File: config.mk
export PLATFORM = sky130hd
export DESIGN_NAME = usec_ctrl
export DESIGN_NICKNAME = d
export VERILOG_FILES = /design/src/usec_pkg.sv /design/src/usec_ctrl.sv
export SDC_FILE = /design/constraint.sdc
export NUM_CORES = 1
export LEC_CHECK = 0
export BUFFER_PORTS_ARGS = -buffer_cell sky130_fd_sc_hd__buf_2
export CORE_AREA = 8 8 94 96
export DETAILED_ROUTE_END_ITERATION = 8
export DIE_AREA = 0 0 102 104
export PLACE_DENSITY = 0.76
export RECOVER_POWER = 50
export SETUP_SLACK_MARGIN = 0.3
export SLEW_MARGIN = 0
export SYNTH_ARGS = -nofsm -noshare
export SYNTH_HDL_FRONTEND = slang
export SYNTH_SLANG_ARGS = --single-unit
File: constraint.sdc
create_clock -name clk -period 2.3 [get_ports clk]
set_clock_uncertainty 0.05 [all_clocks]
set_input_delay 0.69 -clock clk [delete_from_list [all_inputs] [get_ports clk]]
set_output_delay 0.69 -clock clk [all_outputs]
set_load 0.03 [all_outputs]
File: src/usec_pkg.sv
/*
  package for the usb engine control block: register offsets, field positions,
  reset values, timing counts and the event carrier struct.
  assumes a 10 MHz clock and an 8-bit register port.
*/
package usec_pkg;

  // ----------------------------------------------------------------
  // register offsets
  // ----------------------------------------------------------------
  localparam logic [7:0] OFS_USB_CONTROL = 8'h20;
  localparam logic [7:0] OFS_DEVICE_ADDRESS = 8'h21;
  localparam logic [7:0] OFS_STALL = 8'h22;
  localparam logic [7:0] OFS_TOKEN_STATUS = 8'h23;
  localparam logic [7:0] OFS_FIFO_CONTROL = 8'h24;
  localparam logic [7:0] OFS_LINE_NOISE = 8'h25;
  localparam logic [7:0] OFS_DIR_TOGGLE = 8'h27;

  // ----------------------------------------------------------------
  // field positions
  // ----------------------------------------------------------------
  // usb control register
  localparam int CTL_SUSPEND = 0;
  localparam int CTL_WAKEUP = 1;
  localparam int CTL_RESUME = 3;
  localparam int CTL_PKT_ERR = 6;
  // token status register
  localparam int TS_AUTO_ADDR = 0;
  localparam int TS_FIFO_ERR = 1;
  localparam int TS_OUT = 2;
  localparam int TS_IN = 3;
  localparam int TS_NAK = 4;
  localparam int TS_PKT_ERR = 5;
  localparam int TS_TOKEN_N = 6;
  localparam int TS_NAK_MASK = 7;
  // fifo access control register
  localparam int FC_REQUEST = 0;
  localparam int FC_TX = 1;
  localparam int FC_CLEAR = 2;
  localparam int FC_ISO_IN_EN = 3;
  localparam int FC_ISO_OUT_EN = 4;
  localparam int FC_SETUP_CMD = 5;
  localparam int FC_READY = 6;
  localparam int FC_ZERO_LEN = 7;
  // line noise register
  localparam int LN_SE0 = 0;
  localparam int LN_SE1 = 1;
  localparam int LN_DMINUS = 2;
  localparam int LN_DPLUS = 3;

  // ----------------------------------------------------------------
  // reset values
  // ----------------------------------------------------------------
  localparam logic [7:0] RST_ZERO = 8'h00;
  localparam logic [7:0] RST_USB_CONTROL = 8'h80;

  // ----------------------------------------------------------------
  // timing
  // ----------------------------------------------------------------
  localparam int CLK_HZ = 10_000_000;
  localparam int IDLE_SUSPEND_US = 3000;
  localparam int IDLE_SUSPEND_CYC = IDLE_SUSPEND_US * (CLK_HZ / 1_000_000);

  localparam int NUM_EP = 5;

  // events from the serial engine, one-cycle pulses except levels noted
  typedef struct packed {
    logic setup_token;
    logic bus_reset;
    logic in_done;
    logic out_data;
    logic out_zero;
    logic nak_sent;
    logic pkt_error;
    logic fifo_error;
    logic se0_noise;
    logic se1_noise;
    logic resume;
    logic bus_activity;
    logic fifo_fill;
    logic [NUM_EP-1:0] ep_stall;
  } usec_evt_s;

  // live levels from the engine
  typedef struct packed {
    logic in_token;
    logic token_active;
    logic fifo_ready;
    logic dminus;
    logic dplus;
  } usec_lvl_s;

endpackage : usec_pkg

File: src/usec_ctrl.sv
/*
  serial interface engine control and status registers of a full-speed usb
  function. assumes the engine core delivers events and levels on the usec
  structs, synchronous to clk, and firmware uses the simple register port.
*/
`timescale 1ns/1ps

module usec_ctrl #(
  parameter int IDLE_CYC = usec_pkg::IDLE_SUSPEND_CYC
) (
  input wire logic clk,
  input wire logic rst_n,
  input wire logic [7:0] reg_addr,
  input wire logic [7:0] reg_wdata,
  input wire logic reg_wr,
  input wire logic reg_rd,
  output logic [7:0] reg_rdata,
  input wire usec_pkg::usec_evt_s evt,
  input wire usec_pkg::usec_lvl_s lvl,
  input wire logic fifo_rd,
  output logic [6:0] dev_addr,
  output logic fifo_request,
  output logic fifo_xfer_end,
  output logic fifo_clear,
  output logic force_tx_err,
  output logic iso_in_int_en,
  output logic iso_out_int_en,
  output logic [4:0] ep_dir,
  output logic data_toggle,
  output logic wakeup_signal,
  output logic usb_int
);
  import usec_pkg::*;

  // ----------------------------------------------------------------
  // register write decode
  // ----------------------------------------------------------------
  function automatic logic wr_hit(input logic [7:0] a, input logic [7:0] ofs, input logic w);
    return w && (a == ofs);
  endfunction

  logic wr_ctl, wr_adr, wr_stall, wr_ts, wr_fc, wr_ln, wr_dt;
  assign wr_ctl = wr_hit(reg_addr, OFS_USB_CONTROL, reg_wr);
  assign wr_adr = wr_hit(reg_addr, OFS_DEVICE_ADDRESS, reg_wr);
  assign wr_stall = wr_hit(reg_addr, OFS_STALL, reg_wr);
  assign wr_ts = wr_hit(reg_addr, OFS_TOKEN_STATUS, reg_wr);
  assign wr_fc = wr_hit(reg_addr, OFS_FIFO_CONTROL, reg_wr);
  assign wr_ln = wr_hit(reg_addr, OFS_LINE_NOISE, reg_wr);
  assign wr_dt = wr_hit(reg_addr, OFS_DIR_TOGGLE, reg_wr);

  logic [7:0] device_address_register;
  logic [7:0] endpoint_stall_flags;
  logic [7:0] endpoint_direction_toggle;
  logic [7:0] usb_control_register;
  logic auto_address_update, fifo_err, out_flag, packet_error_flag, nak_mask;
  logic request, tx, clear, iso_in, iso_out, setup_command_flag, zero_length_flag;
  logic se0, se1, suspend, resume_flag, addr_pending, tx_q, req_q, under_run;

  // ----------------------------------------------------------------
  // device address
  // ----------------------------------------------------------------
  always_ff @(posedge clk or negedge rst_n) begin
    if (!rst_n) begin
      device_address_register <= RST_ZERO;
    end else if (wr_adr) begin
      device_address_register <= reg_wdata;
    end
  end

  always_ff @(posedge clk or negedge rst_n) begin
    if (!rst_n) begin
      dev_addr <= 7'h00;
      addr_pending <= 1'b0;
    end else if (evt.bus_reset) begin
      dev_addr <= 7'h00;
      addr_pending <= 1'b0;
    end else if (wr_adr && !auto_address_update) begin
      dev_addr <= reg_wdata[6:0];
      addr_pending <= 1'b0;
    end else if (wr_adr) begin
      addr_pending <= 1'b1;
    end else if (evt.in_done && (addr_pending || auto_address_update)) begin
      dev_addr <= device_address_register[6:0];
      addr_pending <= 1'b0;
    end
  end

  // ----------------------------------------------------------------
  // stall flags
  // ----------------------------------------------------------------
  always_ff @(posedge clk or negedge rst_n) begin
    if (!rst_n) begin
      endpoint_stall_flags <= RST_ZERO;
    end else if (evt.bus_reset || evt.setup_token) begin
      endpoint_stall_flags <= RST_ZERO;
    end else begin
      endpoint_stall_flags <= (wr_stall ? reg_wdata : endpoint_stall_flags)
        | {3'b000, evt.ep_stall};
    end
  end

  // ----------------------------------------------------------------
  // token status; hardware set wins over firmware clear
  // ----------------------------------------------------------------
  always_ff @(posedge clk or negedge rst_n) begin
    if (!rst_n) begin
      auto_address_update <= 1'b0;
      nak_mask <= 1'b0;
    end else if (wr_ts) begin
      auto_address_update <= reg_wdata[TS_AUTO_ADDR];
      nak_mask <= reg_wdata[TS_NAK_MASK];
    end
  end

  always_ff @(posedge clk or negedge rst_n) begin
    if (!rst_n) begin
      fifo_err <= 1'b0;
      packet_error_flag <= 1'b0;
    end else begin
      fifo_err <= evt.fifo_error | (wr_ts ? reg_wdata[TS_FIFO_ERR] : fifo_err);
      packet_error_flag <= evt.pkt_error
        | (wr_ts ? reg_wdata[TS_PKT_ERR] : (wr_ctl ? reg_wdata[CTL_PKT_ERR] : packet_error_flag));
    end
  end

  always_ff @(posedge clk or negedge rst_n) begin
    if (!rst_n) begin
      out_flag <= 1'b0;
    end else if (evt.out_data) begin
      out_flag <= 1'b1;
    end else if (evt.setup_token || fifo_rd) begin
      out_flag <= 1'b0;
    end else if (wr_ts) begin
      out_flag <= reg_wdata[TS_OUT];
    end
  end

  // ----------------------------------------------------------------
  // fifo access control
  // ----------------------------------------------------------------
  always_ff @(posedge clk or negedge rst_n) begin
    if (!rst_n) begin
      request <= 1'b0;
      tx <= 1'b0;
      clear <= 1'b0;
      iso_in <= 1'b0;
      iso_out <= 1'b0;
    end else if (evt.bus_reset) begin
      request <= 1'b0;
      tx <= 1'b0;
      clear <= 1'b0;
      iso_in <= 1'b0;
      iso_out <= 1'b0;
    end else if (wr_fc) begin
      request <= reg_wdata[FC_REQUEST];
      tx <= reg_wdata[FC_TX];
      clear <= reg_wdata[FC_CLEAR];
      iso_in <= reg_wdata[FC_ISO_IN_EN];
      iso_out <= reg_wdata[FC_ISO_OUT_EN];
    end
  end

  always_ff @(posedge clk or negedge rst_n) begin
    if (!rst_n) begin
      setup_command_flag <= 1'b0;
    end else if (evt.bus_reset) begin
      setup_command_flag <= 1'b0;
    end else if (evt.fifo_fill) begin
      setup_command_flag <= evt.setup_token;
    end else if (wr_fc) begin
      setup_command_flag <= reg_wdata[FC_SETUP_CMD];
    end
  end

  always_ff @(posedge clk or negedge rst_n) begin
    if (!rst_n) begin
      zero_length_flag <= 1'b0;
    end else if (evt.bus_reset) begin
      zero_length_flag <= 1'b0;
    end else if (evt.out_zero) begin
      zero_length_flag <= 1'b1;
    end else if (fifo_rd) begin
      zero_length_flag <= 1'b0;
    end
  end

  // transfer end: tx falls on a write, rises on a read; tx set with request opens
  always_ff @(posedge clk or negedge rst_n) begin
    if (!rst_n) begin
      tx_q <= 1'b0;
      req_q <= 1'b0;
    end else begin
      tx_q <= tx;
      req_q <= request;
    end
  end
  assign fifo_xfer_end = request && req_q && (tx != tx_q);

  // under-run held from clear until next fill
  always_ff @(posedge clk or negedge rst_n) begin
    if (!rst_n) begin
      under_run <= 1'b0;
    end else if (evt.bus_reset || evt.fifo_fill) begin
      under_run <= 1'b0;
    end else if (clear) begin
      under_run <= 1'b1;
    end
  end

  // ----------------------------------------------------------------
  // direction and toggle, line noise
  // ----------------------------------------------------------------
  always_ff @(posedge clk or negedge rst_n) begin
    if (!rst_n) begin
      endpoint_direction_toggle <= RST_ZERO;
    end else if (wr_dt) begin
      endpoint_direction_toggle <= reg_wdata;
    end
  end

  always_ff @(posedge clk or negedge rst_n) begin
    if (!rst_n) begin
      se0 <= 1'b0;
      se1 <= 1'b0;
    end else begin
      se0 <= evt.se0_noise | (wr_ln ? reg_wdata[LN_SE0] : se0);
      se1 <= evt.se1_noise | (wr_ln ? reg_wdata[LN_SE1] : se1);
    end
  end

  // ----------------------------------------------------------------
  // suspend, resume, remote wake-up
  // ----------------------------------------------------------------
  logic [$clog2(IDLE_CYC+1)-1:0] idle_cnt;
  logic idle_hit, wakeup_bit;
  assign idle_hit = (idle_cnt == ($bits(idle_cnt))'(IDLE_CYC));

  always_ff @(posedge clk or negedge rst_n) begin
    if (!rst_n) begin
      idle_cnt <= '0;
    end else if (evt.bus_activity || evt.bus_reset) begin
      idle_cnt <= '0;
    end else if (!idle_hit) begin
      idle_cnt <= idle_cnt + 1'b1;
    end
  end

  always_ff @(posedge clk or negedge rst_n) begin
    if (!rst_n) begin
      suspend <= 1'b0;
      resume_flag <= 1'b0;
    end else if (evt.resume && suspend) begin
      resume_flag <= 1'b1;
    end else if (evt.bus_activity || evt.bus_reset) begin
      suspend <= 1'b0;
      resume_flag <= 1'b0;
    end else if (idle_hit) begin
      suspend <= 1'b1;
    end
  end

  always_ff @(posedge clk or negedge rst_n) begin
    if (!rst_n) begin
      wakeup_bit <= 1'b0;
      wakeup_signal <= 1'b0;
    end else begin
      if (wr_ctl) begin
        wakeup_bit <= reg_wdata[CTL_WAKEUP];
      end
      wakeup_signal <= wakeup_bit && suspend;
    end
  end

  // ----------------------------------------------------------------
  // interrupt and outputs
  // ----------------------------------------------------------------
  logic suspend_q, resume_q;
  always_ff @(posedge clk or negedge rst_n) begin
    if (!rst_n) begin
      suspend_q <= 1'b0;
      resume_q <= 1'b0;
      usb_int <= 1'b0;
    end else begin
      suspend_q <= suspend;
      resume_q <= resume_flag;
      usb_int <= (suspend && !suspend_q) || (resume_flag && !resume_q)
        || (evt.nak_sent && !nak_mask);
    end
  end

  assign fifo_request = request;
  assign fifo_clear = clear;
  assign force_tx_err = under_run;
  assign iso_in_int_en = iso_in;
  assign iso_out_int_en = iso_out;
  assign ep_dir = endpoint_direction_toggle[4:0];
  assign data_toggle = endpoint_direction_toggle[7];

  always_comb begin
    usb_control_register = RST_USB_CONTROL;
    usb_control_register[CTL_SUSPEND] = suspend;
    usb_control_register[CTL_WAKEUP] = wakeup_bit;
    usb_control_register[CTL_RESUME] = resume_flag;
    usb_control_register[CTL_PKT_ERR] = packet_error_flag;
  end

  // ----------------------------------------------------------------
  // read port
  // ----------------------------------------------------------------
  always_ff @(posedge clk or negedge rst_n) begin
    if (!rst_n) begin
      reg_rdata <= RST_ZERO;
    end else if (!reg_rd) begin
      reg_rdata <= RST_ZERO;
    end else if (reg_addr == OFS_USB_CONTROL) begin
      reg_rdata <= usb_control_register;
    end else if (reg_addr == OFS_DEVICE_ADDRESS) begin
      reg_rdata <= device_address_register;
    end else if (reg_addr == OFS_STALL) begin
      reg_rdata <= endpoint_stall_flags;
    end else if (reg_addr == OFS_TOKEN_STATUS) begin
      reg_rdata <= {nak_mask, !lvl.token_active, packet_error_flag, evt.nak_sent,
                    lvl.in_token, out_flag, fifo_err, auto_address_update};
    end else if (reg_addr == OFS_FIFO_CONTROL) begin
      reg_rdata <= {zero_length_flag, lvl.fifo_ready, setup_command_flag, iso_out,
                    iso_in, clear, tx, request};
    end else if (reg_addr == OFS_LINE_NOISE) begin
      reg_rdata <= {4'h0, lvl.dplus, lvl.dminus, se1, se0};
    end else if (reg_addr == OFS_DIR_TOGGLE) begin
      reg_rdata <= endpoint_direction_toggle;
    end else begin
      reg_rdata <= RST_ZERO;
    end
  end
endmodule // usec_ctrl

# Word-level counts from Yosys, hierarchy flattened
# Cells that the tools add are included.
[word_totals]
reg_bits = 79
input_bits = 44
output_inout_bits = 29
elab_cells = 138
[op_classes]
add_sub_neg = 1
eq_ne = 11
n_mux = 50
bitwise = 6
n_reduce_logical = 39
[op_table]
columns = ["cell", "n"]
rows = [
  ["8-bit two-way mux", 10],
  ["8-bit by 6-bit equality test with 1-bit output, second input constant", 7],
  ["1-bit two-way mux", 34],
  ["15-bit two-way mux", 2],
  ["7-bit two-way mux", 4],
  ["1-bit logical AND", 16],
  ["15-bit by 1-bit adder with 15-bit output, second input constant", 1],
  ["15-bit equality test, second input constant", 1],
  ["3-bit nonzero test", 4],
  ["8-bit by 5-bit OR with 8-bit output", 1],
  ["2-bit nonzero test", 4],
  ["1-bit logical OR", 7],
  ["1-bit logical NOT", 5],
  ["1-bit OR", 4],
  ["2-bit AND reduction", 2],
  ["4-bit nonzero test", 1],
  ["3-bit by 2-bit inequality test with 1-bit output, second input constant", 1],
  ["2-bit by 1-bit inequality test with 1-bit output, second input constant", 1],
  ["1-bit inequality test", 1],
  ["1-bit NOT", 1],
]

# Longest topological paths before layout
# Gate-level depths: netlist of run 1.
[logic_depth]
word_depth = 9
mapped_depth = 6
mapped_depth_nobuf = 6

# Worst setup path before layout of run 1
# No wires, ideal clock.
[synth_timing]
path_kind = "input -> register"
startpoint = "input port reg_addr[7]"
endpoint = "register endpoint_direction_toggle[0]"
setup_ps = 125
arrival_ps = 2171
required_ps = 2125
slack_ps = -46
path_stages = 5
cell_sequence = "or3_1 buf_6 buf_6 nor4_4 mux2_2"
[synth_between]
elab_chain_cells = 2
[synth_lines]
columns = ["element", "line", "text"]
rows = [
  ["start, declared", "usec_ctrl.sv:13", "input wire logic [7:0] reg_addr,"],
  ["8-bit by 6-bit equality test with 1-bit output", "usec_ctrl.sv:39", "return w && (a == ofs);"],
  ["1-bit logical AND", "usec_ctrl.sv:39", ""],
  ["end signal, assigned", "usec_ctrl.sv:217", "endpoint_direction_toggle <= reg_wdata;"],
  ["end, declared", "usec_ctrl.sv:53", "logic [7:0] endpoint_direction_toggle;"],
]
# Every way passes these cells.
# A chain may end at the register's enable or synchronous reset.

# Worst setup path after layout of run 1
[layout_timing]
startpoint = "input port reg_addr[7]"
endpoint = "register dev_addr[5]"
[layout_between]
elab_chain_cells = 5
elab_cells_between_ends = 8
cone_classes = "2 x eq/ne; 2 x mux; 4 x reduce/logical"
[layout_lines]
columns = ["element", "line", "text"]
rows = [
  ["8-bit by 6-bit equality test with 1-bit output *", "usec_ctrl.sv:39", ""],
  ["1-bit logical AND *", "usec_ctrl.sv:39", ""],
  ["1-bit logical AND", "usec_ctrl.sv:77", "end else if (wr_adr && !auto_address_update) begin"],
  ["3-bit by 2-bit inequality test with 1-bit output (no source line), or another cell as far along", "--", ""],
  ["2-bit AND reduction (no source line) or 7-bit two-way mux (tied branches)", "--", ""],
  ["end signal, assigned", "usec_ctrl.sv:78", "dev_addr <= reg_wdata[6:0];"],
  ["end signal, assigned", "usec_ctrl.sv:83", "dev_addr <= device_address_register[6:0];"],
  ["end, declared", "usec_ctrl.sv:21", "output logic [6:0] dev_addr,"],
]
# Every way passes the cells marked *; elsewhere a longest branch is shown, timed or not.

==> flow_metrics.env, run 1 <==
export IMPL_p_clk_share_pct=35.2
export IMPL_status="finished, final reports clean"
export IMPL_layout_drive_gt1_share_pct=31.9
export IMPL_ctsHoldBuffers=0
export IMPL_cp_max_fo=12
export IMPL_ys_ff_latch=79
export IMPL_ys_top_cells_by_area="dfrtp_1, mux2_2, mux2i_1, nor2_1, a21oi_1"
export IMPL_drt_wl_total_mm=9.93
export IMPL_fillers=635
export IMPL_drc=0
export IMPL_slew_headroom_pct=38.5
export IMPL_p_per_area_nw_per_um2=565
export IMPL_drv_slew=0
export IMPL_hold_start="resume_flag"
export IMPL_regToRegSetupSlack_ns=0.34
export IMPL_clk_pin_slew_ns=0.09
export IMPL_place_congestion=0.892
export IMPL_min_path_type="register to register"
export IMPL_drt_first_pass_iters=5
export IMPL_timing_final_hold_violations=0
export IMPL_p_sw_uw=758
export IMPL_critPathKind="input port to register"
export IMPL_swShare_pct=28.1
export IMPL_root_buffer="clkbuf_8"
export IMPL_grt_max_degree=37
export IMPL_maxCapViolations=0
export IMPL_cts_tree="built"
export IMPL_final_cells=575
export IMPL_yosys_area_top_type="dfrtp_1"
export IMPL_synthesis_nets=427
export IMPL_clock_latency_ns=0.36
export IMPL_synth_flop_cell="dfrtp_1"
export IMPL_syn_area_um2=3990
export IMPL_post_drt_wl_per_cell_um=17.3
export IMPL_antenna_found_initial=0
export IMPL_worst_slew_pin_slew_ns=0.923
export IMPL_rsz0062_at_grt="true"
export IMPL_async_flop_share_pct=100
export IMPL_dp_cells=557
export IMPL_port_buffers=72
export IMPL_drt_iter0_drc=140
export IMPL_internal_power_mw=1.94
export IMPL_setup_violations_final=0
export IMPL_floorplan_rows=32
export IMPL_synth_cell_types=55
export IMPL_ir_worst_vdd_mv=0.313
export IMPL_synth_avg_cell_area_um2=10.5
export IMPL_hold_path_end="resume_q"
export IMPL_postRouteAntennaNets=0
export IMPL_seqPwrFrac_pct=53.6
export IMPL_fin_crit_sh_pct=85.4
export IMPL_dp_final_hpwl_mm=7.46
export IMPL_initial_core_util_pct=53.6
export IMPL_finalCriticalPeriod_ns=1.96
export IMPL_r2r_end="idle_cnt[14]"
export IMPL_power_mw=2.69
export IMPL_grt_pass1_vias=3231
export IMPL_synth_top_area_share_pct=49.5
export IMPL_chipHeight_um=104
export IMPL_clock_sinks=79
export IMPL_core_area_um2=7450
export IMPL_comb_power_share_pct=11.2
export IMPL_die_area_um2=10600
export IMPL_ioPinCount=73
export IMPL_cp_start_kind="input port"
export IMPL_cts_made_buffers=9
export IMPL_crit_arrival_ns=2.16
export IMPL_holdWs_ns=0.391
export IMPL_cts_buffer_depth=2
export IMPL_total_leakage_power_nw=2.30
export IMPL_r2r_start="idle_cnt[0]"
export IMPL_track_usage_pct=19.2
export IMPL_antenna_cells=0
export IMPL_min_path_cells=0
export IMPL_dieWidth_um=102
export IMPL_max_freq_mhz=509
export IMPL_vias=3221
export IMPL_overflow=0
export IMPL_yosysWarnings=0
export IMPL_finalSetupTns_ns=0
export IMPL_syn_to_final_growth_pct=19.4
export IMPL_avgViaCountPerCell=5.60
export IMPL_htree_levels=3
export IMPL_synth_edf_count=0
export IMPL_seq_area_frac_synth_pct=49.5
export IMPL_end_kind="register"
export IMPL_synthCells=381
export IMPL_fin_nets=514
export IMPL_worstPathRequired_ns=2.50
export IMPL_ff2ff_path_depth=5
export IMPL_grt_pass1_wl_mm=16.0
-- registers in the layout, indices dropped and copies added (netlist names), 7 cells and up --
name	cells
idle_cnt	15
endpoint_direction_toggle	8
device_address_register	8
dev_addr	7
reg_rdata	8
endpoint_stall_flags	8
-- cells by family (layout without fill, tap and decap cells) --
| family | count (synthesis) | in the layout | share of synthesized area [%] |
|---|---|---|---|
| flops | 79 | 79 | 49.5 |
| buf+inv | 41 | 133 | 4.76 |
| fa+ha+maj | 2 | 2 | 0.627 |
| compound gates | 64 | 64 | 10.4 |
| mux | 45 | 45 | 13.5 |
| xor+xnor | 12 | 12 | 2.63 |
| simple gates | 138 | 138 | 18.6 |
-- through the flow --
step / util [%] / setup slack, ns / instance area, um2
finish: 64.0 / 0.335 / 4770
global placement: 61.3 / -0.0427 / 4570
global route: 64.0 / 0.242 / 4770
detailed placement: 61.3 / -0.0528 / 4570
CTS: 63.9 / 0.311 / 4760
floorplan: - / 0.0133 / 4010
-- worst max path at each step --
stage | from | endpoint | slack [ns] | cells past startpoint
after floorplan | reg_addr[7] | endpoint_direction_toggle[0] | 0.01 | 5
after global placement | reg_addr[7] | se1 | -0.04 | 7
after detailed placement | reg_addr[7] | se1 | -0.05 | 7
after CTS | tx | fifo_xfer_end | 0.31 | 3
after global routing | evt[16] | suspend | 0.24 | 3
final | reg_addr[7] | dev_addr[5] | 0.34 | 7
-- cell usage after synthesis, types with 3 or more instances --
master / number
a211o_1: 3
a211oi_1: 4
a21oi_1: 28
buf_1: 4
buf_4: 5
clkbuf_1: 11
dfrtp_1: 79
inv_1: 17
mux2_2: 20
mux2i_1: 20
mux4_2: 5
nand2_1: 32
nand2b_1: 6
nand3_1: 7
nand4_1: 11
nor2_1: 41
nor2b_1: 4
nor3_1: 7
o21ai_0: 7
o31ai_1: 7
or2_2: 3
or3_1: 4
xnor2_1: 8
xor2_1: 4
-- metal layers --
layer  wire length [um]  share of wire (%)  GRT usage, %  up-vias
met3                734                7.4          5.35       15
li1                   -                  -             -     1518
met1               4340                 44          24.3     1576
met5                  0                  0             0        -
met2               4630                 47          29.7      112
met4                214                2.2          7.97        0
-- power groups by stage --
| stage | Sequential [mW] | Combinational [mW] | Clock [mW] |
|---|---|---|---|
| 6_report | 1.44 | 0.302 | 0.949 |
| 5_1_grt | 1.45 | 0.329 | 1.02 |
| 4_1_cts | 1.44 | 0.303 | 0.963 |
| 3_5_place_dp | 1.47 | 0.301 | 0 |
| 3_3_place_gp | 1.47 | 0.296 | 0 |
| 2_1_floorplan | 1.48 | 0.154 | 0 |
-- critical path, stage by stage --
cell and delay, ns:
buf_2 0.10, or3_1 0.36, buf_4 0.21, buf_4 0.16
o31ai_1 0.25, a21oi_1 0.10, mux2_2 0.29
-- repair_timing --
item,4_1_cts,5_1_grt
setup endpoints to repair,1,6
pin swaps,0,2
gates resized for setup,2,4
setup buffers,1,1
-- cell usage in the layout, fill, tap and decap left out, drive strengths merged, types with 2 or more instances in the layout --
master	count
dfrtp	79
nand3	7
clkbuf	14
a22oi	2
a211oi	4
xor2	4
a211o	3
nand4	11
clkinvlp	3
or4	2
and2	2
nor4	5
inv	19
nand2	32
ha	2
nor3	9
buf	95
a2111oi	3
or3	4
nor2b	4
mux2	20
nand2b	6
nor3b	2
clkinv	2
nand3b	2
nor2	41
a2bb2oi	2
mux4	5
o21ai	8
a21oi	28
mux2i	20
o31ai	7
and3	2
xnor2	8
or2	3
-- final cells by class --
cell class,count,area [um2],share of cell area [%]
tap,102,128,2.68
clock inverter,7,56.3,1.18
inverter,17,63.8,1.34
clock buffer,9,124,2.60
multi-input combinational,261,1840,38.6
timing repair buffer,100,577,12.1
sequential,79,1980,41.5
No activity file was read; power rests on OpenSTA's default activity.
==> inputs of run 2 (changes only) <==
--- a/config.mk
+++ b/config.mk
@@ -9,6 +9,7 @@
 export CORE_AREA = 8 8 94 96
 export DETAILED_ROUTE_END_ITERATION = 8
 export DIE_AREA = 0 0 102 104
+export HOLD_SLACK_MARGIN = 0.12
 export PLACE_DENSITY = 0.76
 export RECOVER_POWER = 50
 export SETUP_SLACK_MARGIN = 0.3
==> constraint.sdc (replaced) <==
create_clock -name clk -period 2 [get_ports clk]
set_clock_uncertainty 0.05 [all_clocks]
set_input_delay 0.6 -clock clk [delete_from_list [all_inputs] [get_ports clk]]
set_output_delay 0.6 -clock clk [all_outputs]
set_load 0.03 [all_outputs]
==> flow_metrics.env, run 2 (synthesis gave the netlist of run 1 again) <==
export IMPL_regToRegSetupSlack_ns=0.16
export IMPL_r2r_start="idle_cnt[1]"
export IMPL_antenna_found_initial=0
export IMPL_place_area_um2=4740
export IMPL_cp_max_fo=2
export IMPL_avgViaCountPerCell=5.75
export IMPL_postLayoutCoreUtil_pct=72.4
export IMPL_die_area_um2=10600
export IMPL_crit_arrival_ns=1.20
export IMPL_slew_headroom_pct=53.9
export IMPL_initial_core_util_pct=53.6
export IMPL_clock_latency_ns=0.37
export IMPL_total_leakage_power_nw=2.53
export IMPL_dp_final_hpwl_mm=7.82
export IMPL_dp_cells=576
export IMPL_grt_max_degree=35
export IMPL_floorplan_rows=32
export IMPL_final_cell_mix="dfrtp_1, buf_2, nor2_1, buf_4, nand2_1"
export IMPL_grt_pass1_wl_mm=17.3
export IMPL_grt_pass1_vias=3475
export IMPL_antenna_cells=0
export IMPL_drt_first_pass_iters=5
export IMPL_cts_tree="built"
export IMPL_track_usage_pct=20.8
export IMPL_vias=3447
export IMPL_core_area_um2=7450
export IMPL_ioPinCount=73
export IMPL_ff2ff_path_depth=5
export IMPL_holdWs_ns=0.359
export IMPL_max_freq_mhz=539
export IMPL_setup_violations_final=0
export IMPL_critPathKind="register to output pin"
export IMPL_clock_sinks=79
export IMPL_min_path_type="input port to register"
export IMPL_layout_drive_gt1_share_pct=42.6
export IMPL_p_per_area_nw_per_um2=643
export IMPL_ir_worst_vdd_mv=0.392
export IMPL_worst_slew_pin_slew_ns=0.691
export IMPL_largest_reg_flops=15
export IMPL_min_path_cells=2
export IMPL_chipHeight_um=104
export IMPL_cts_buffer_depth=2
export IMPL_drc=0
export IMPL_postRouteAntennaNets=0
export IMPL_hold_path_end="packet_error_flag"
export IMPL_clk_pin_slew_ns=0.08
export IMPL_maxCapViolations=0
export IMPL_end_kind="output pin"
export IMPL_cts_made_buffers=9
export IMPL_r2r_end="idle_cnt[14]"
export IMPL_drt_iter0_drc=196
export IMPL_drv_slew=0
export IMPL_final_cells=600
export IMPL_drt_wl_total_mm=11.2
export IMPL_place_congestion=0.867
export IMPL_hold_start="evt[11]"
export IMPL_post_drt_wl_per_cell_um=18.7
export IMPL_dieWidth_um=102
export IMPL_worstPathRequired_ns=1.35
export IMPL_layout_commonest_cell="dfrtp_1"
export IMPL_cp_start_kind="register"
export IMPL_fin_crit_sh_pct=92.7
export IMPL_root_buffer="clkbuf_8"
export IMPL_place_ws_ns=-0.257
export IMPL_setup_ws_ns=0.146
export IMPL_post_route_cell_area_um2=5390
export IMPL_overflow=0
export IMPL_syn_to_final_growth_pct=35.0
export IMPL_finalCriticalPeriod_ns=1.85
export IMPL_port_buffers=72
export IMPL_status="finished, final reports clean"
export IMPL_regMostFlops="idle_cnt"
export IMPL_htree_levels=3
export IMPL_timing_final_hold_violations=0
export IMPL_fin_nets=539
export IMPL_rsz0062_at_grt="true"
-- run 2: cell types whose count changed in the layout (fill, tap and decap cells not counted), moves of 7 or more --
cell     change
a21oi_2      +8
o31ai_1      -7
buf_4       +13
mux2_2      -11
buf_6        +9
mux2_4      +11
a21oi_1      -8
-- run 2: where the power goes --
part / internal [mW] / switching [mW]
registers: 1.63 / 0.0326
logic: 0.185 / 0.256
clock network: 0.717 / 0.644
total: 2.53 / 0.932
-- run 2: final cells by class --
cell class / count / area, um2
Clock buffer: 9 / 124
Clock inverter: 7 / 104
Timing Repair Buffer: 125 / 818
Tap cell: 102 / 128
Sequential cell: 79 / 1980
Multi-Input combinational cell: 261 / 2170
Inverter: 17 / 66.3
Fill cell: 527 / 2060
-- run 2: metal layers --
metal	GRT usage [%]	up-vias	wire length (um)
met1	26.6	1698	4620
met2	32.8	145	5510
li1	-	1577	-
met4	7.14	0	269
met3	5.69	27	848
met5	0	-	0
-- run 2: critical path, cell delays in order (launching register included) --
cell	delay, ns
dfrtp_1	0.39
xor2_1	0.14
and3_1	0.17
buf_6	0.14
-- run 2: per-stage QoR --
step                setup TNS, ns  total power, mW
floorplan                   -2.85             1.88
global placement            -6.12             2.06
detailed placement          -6.32             2.07
CTS                             0             3.44
global route                    0             3.60
finish                          0             3.47
-- run 2: repair_timing --
item,in CTS,in global routing
setup endpoints to repair,40,44
endpoints found under the hold margin,21,0
pin swaps,25,20
gates cloned,0,0
resized for setup,40,42
buffers inserted,4,3
hold buffers,1,0
-- run 2: how the worst max path moves through the flow --
stage                     slack (ns)                           end        start  cells past startpoint
after floorplan                -0.20  endpoint_direction_toggle[0]  reg_addr[7]                      5
after global placement         -0.25                           se0  reg_addr[7]                      7
after detailed placement       -0.26                           se0  reg_addr[7]                      7
after CTS                       0.13                 fifo_xfer_end           tx                      3
after global routing            0.06                    fifo_clear        rst_n                      3
final                           0.15                 fifo_xfer_end           tx                      3
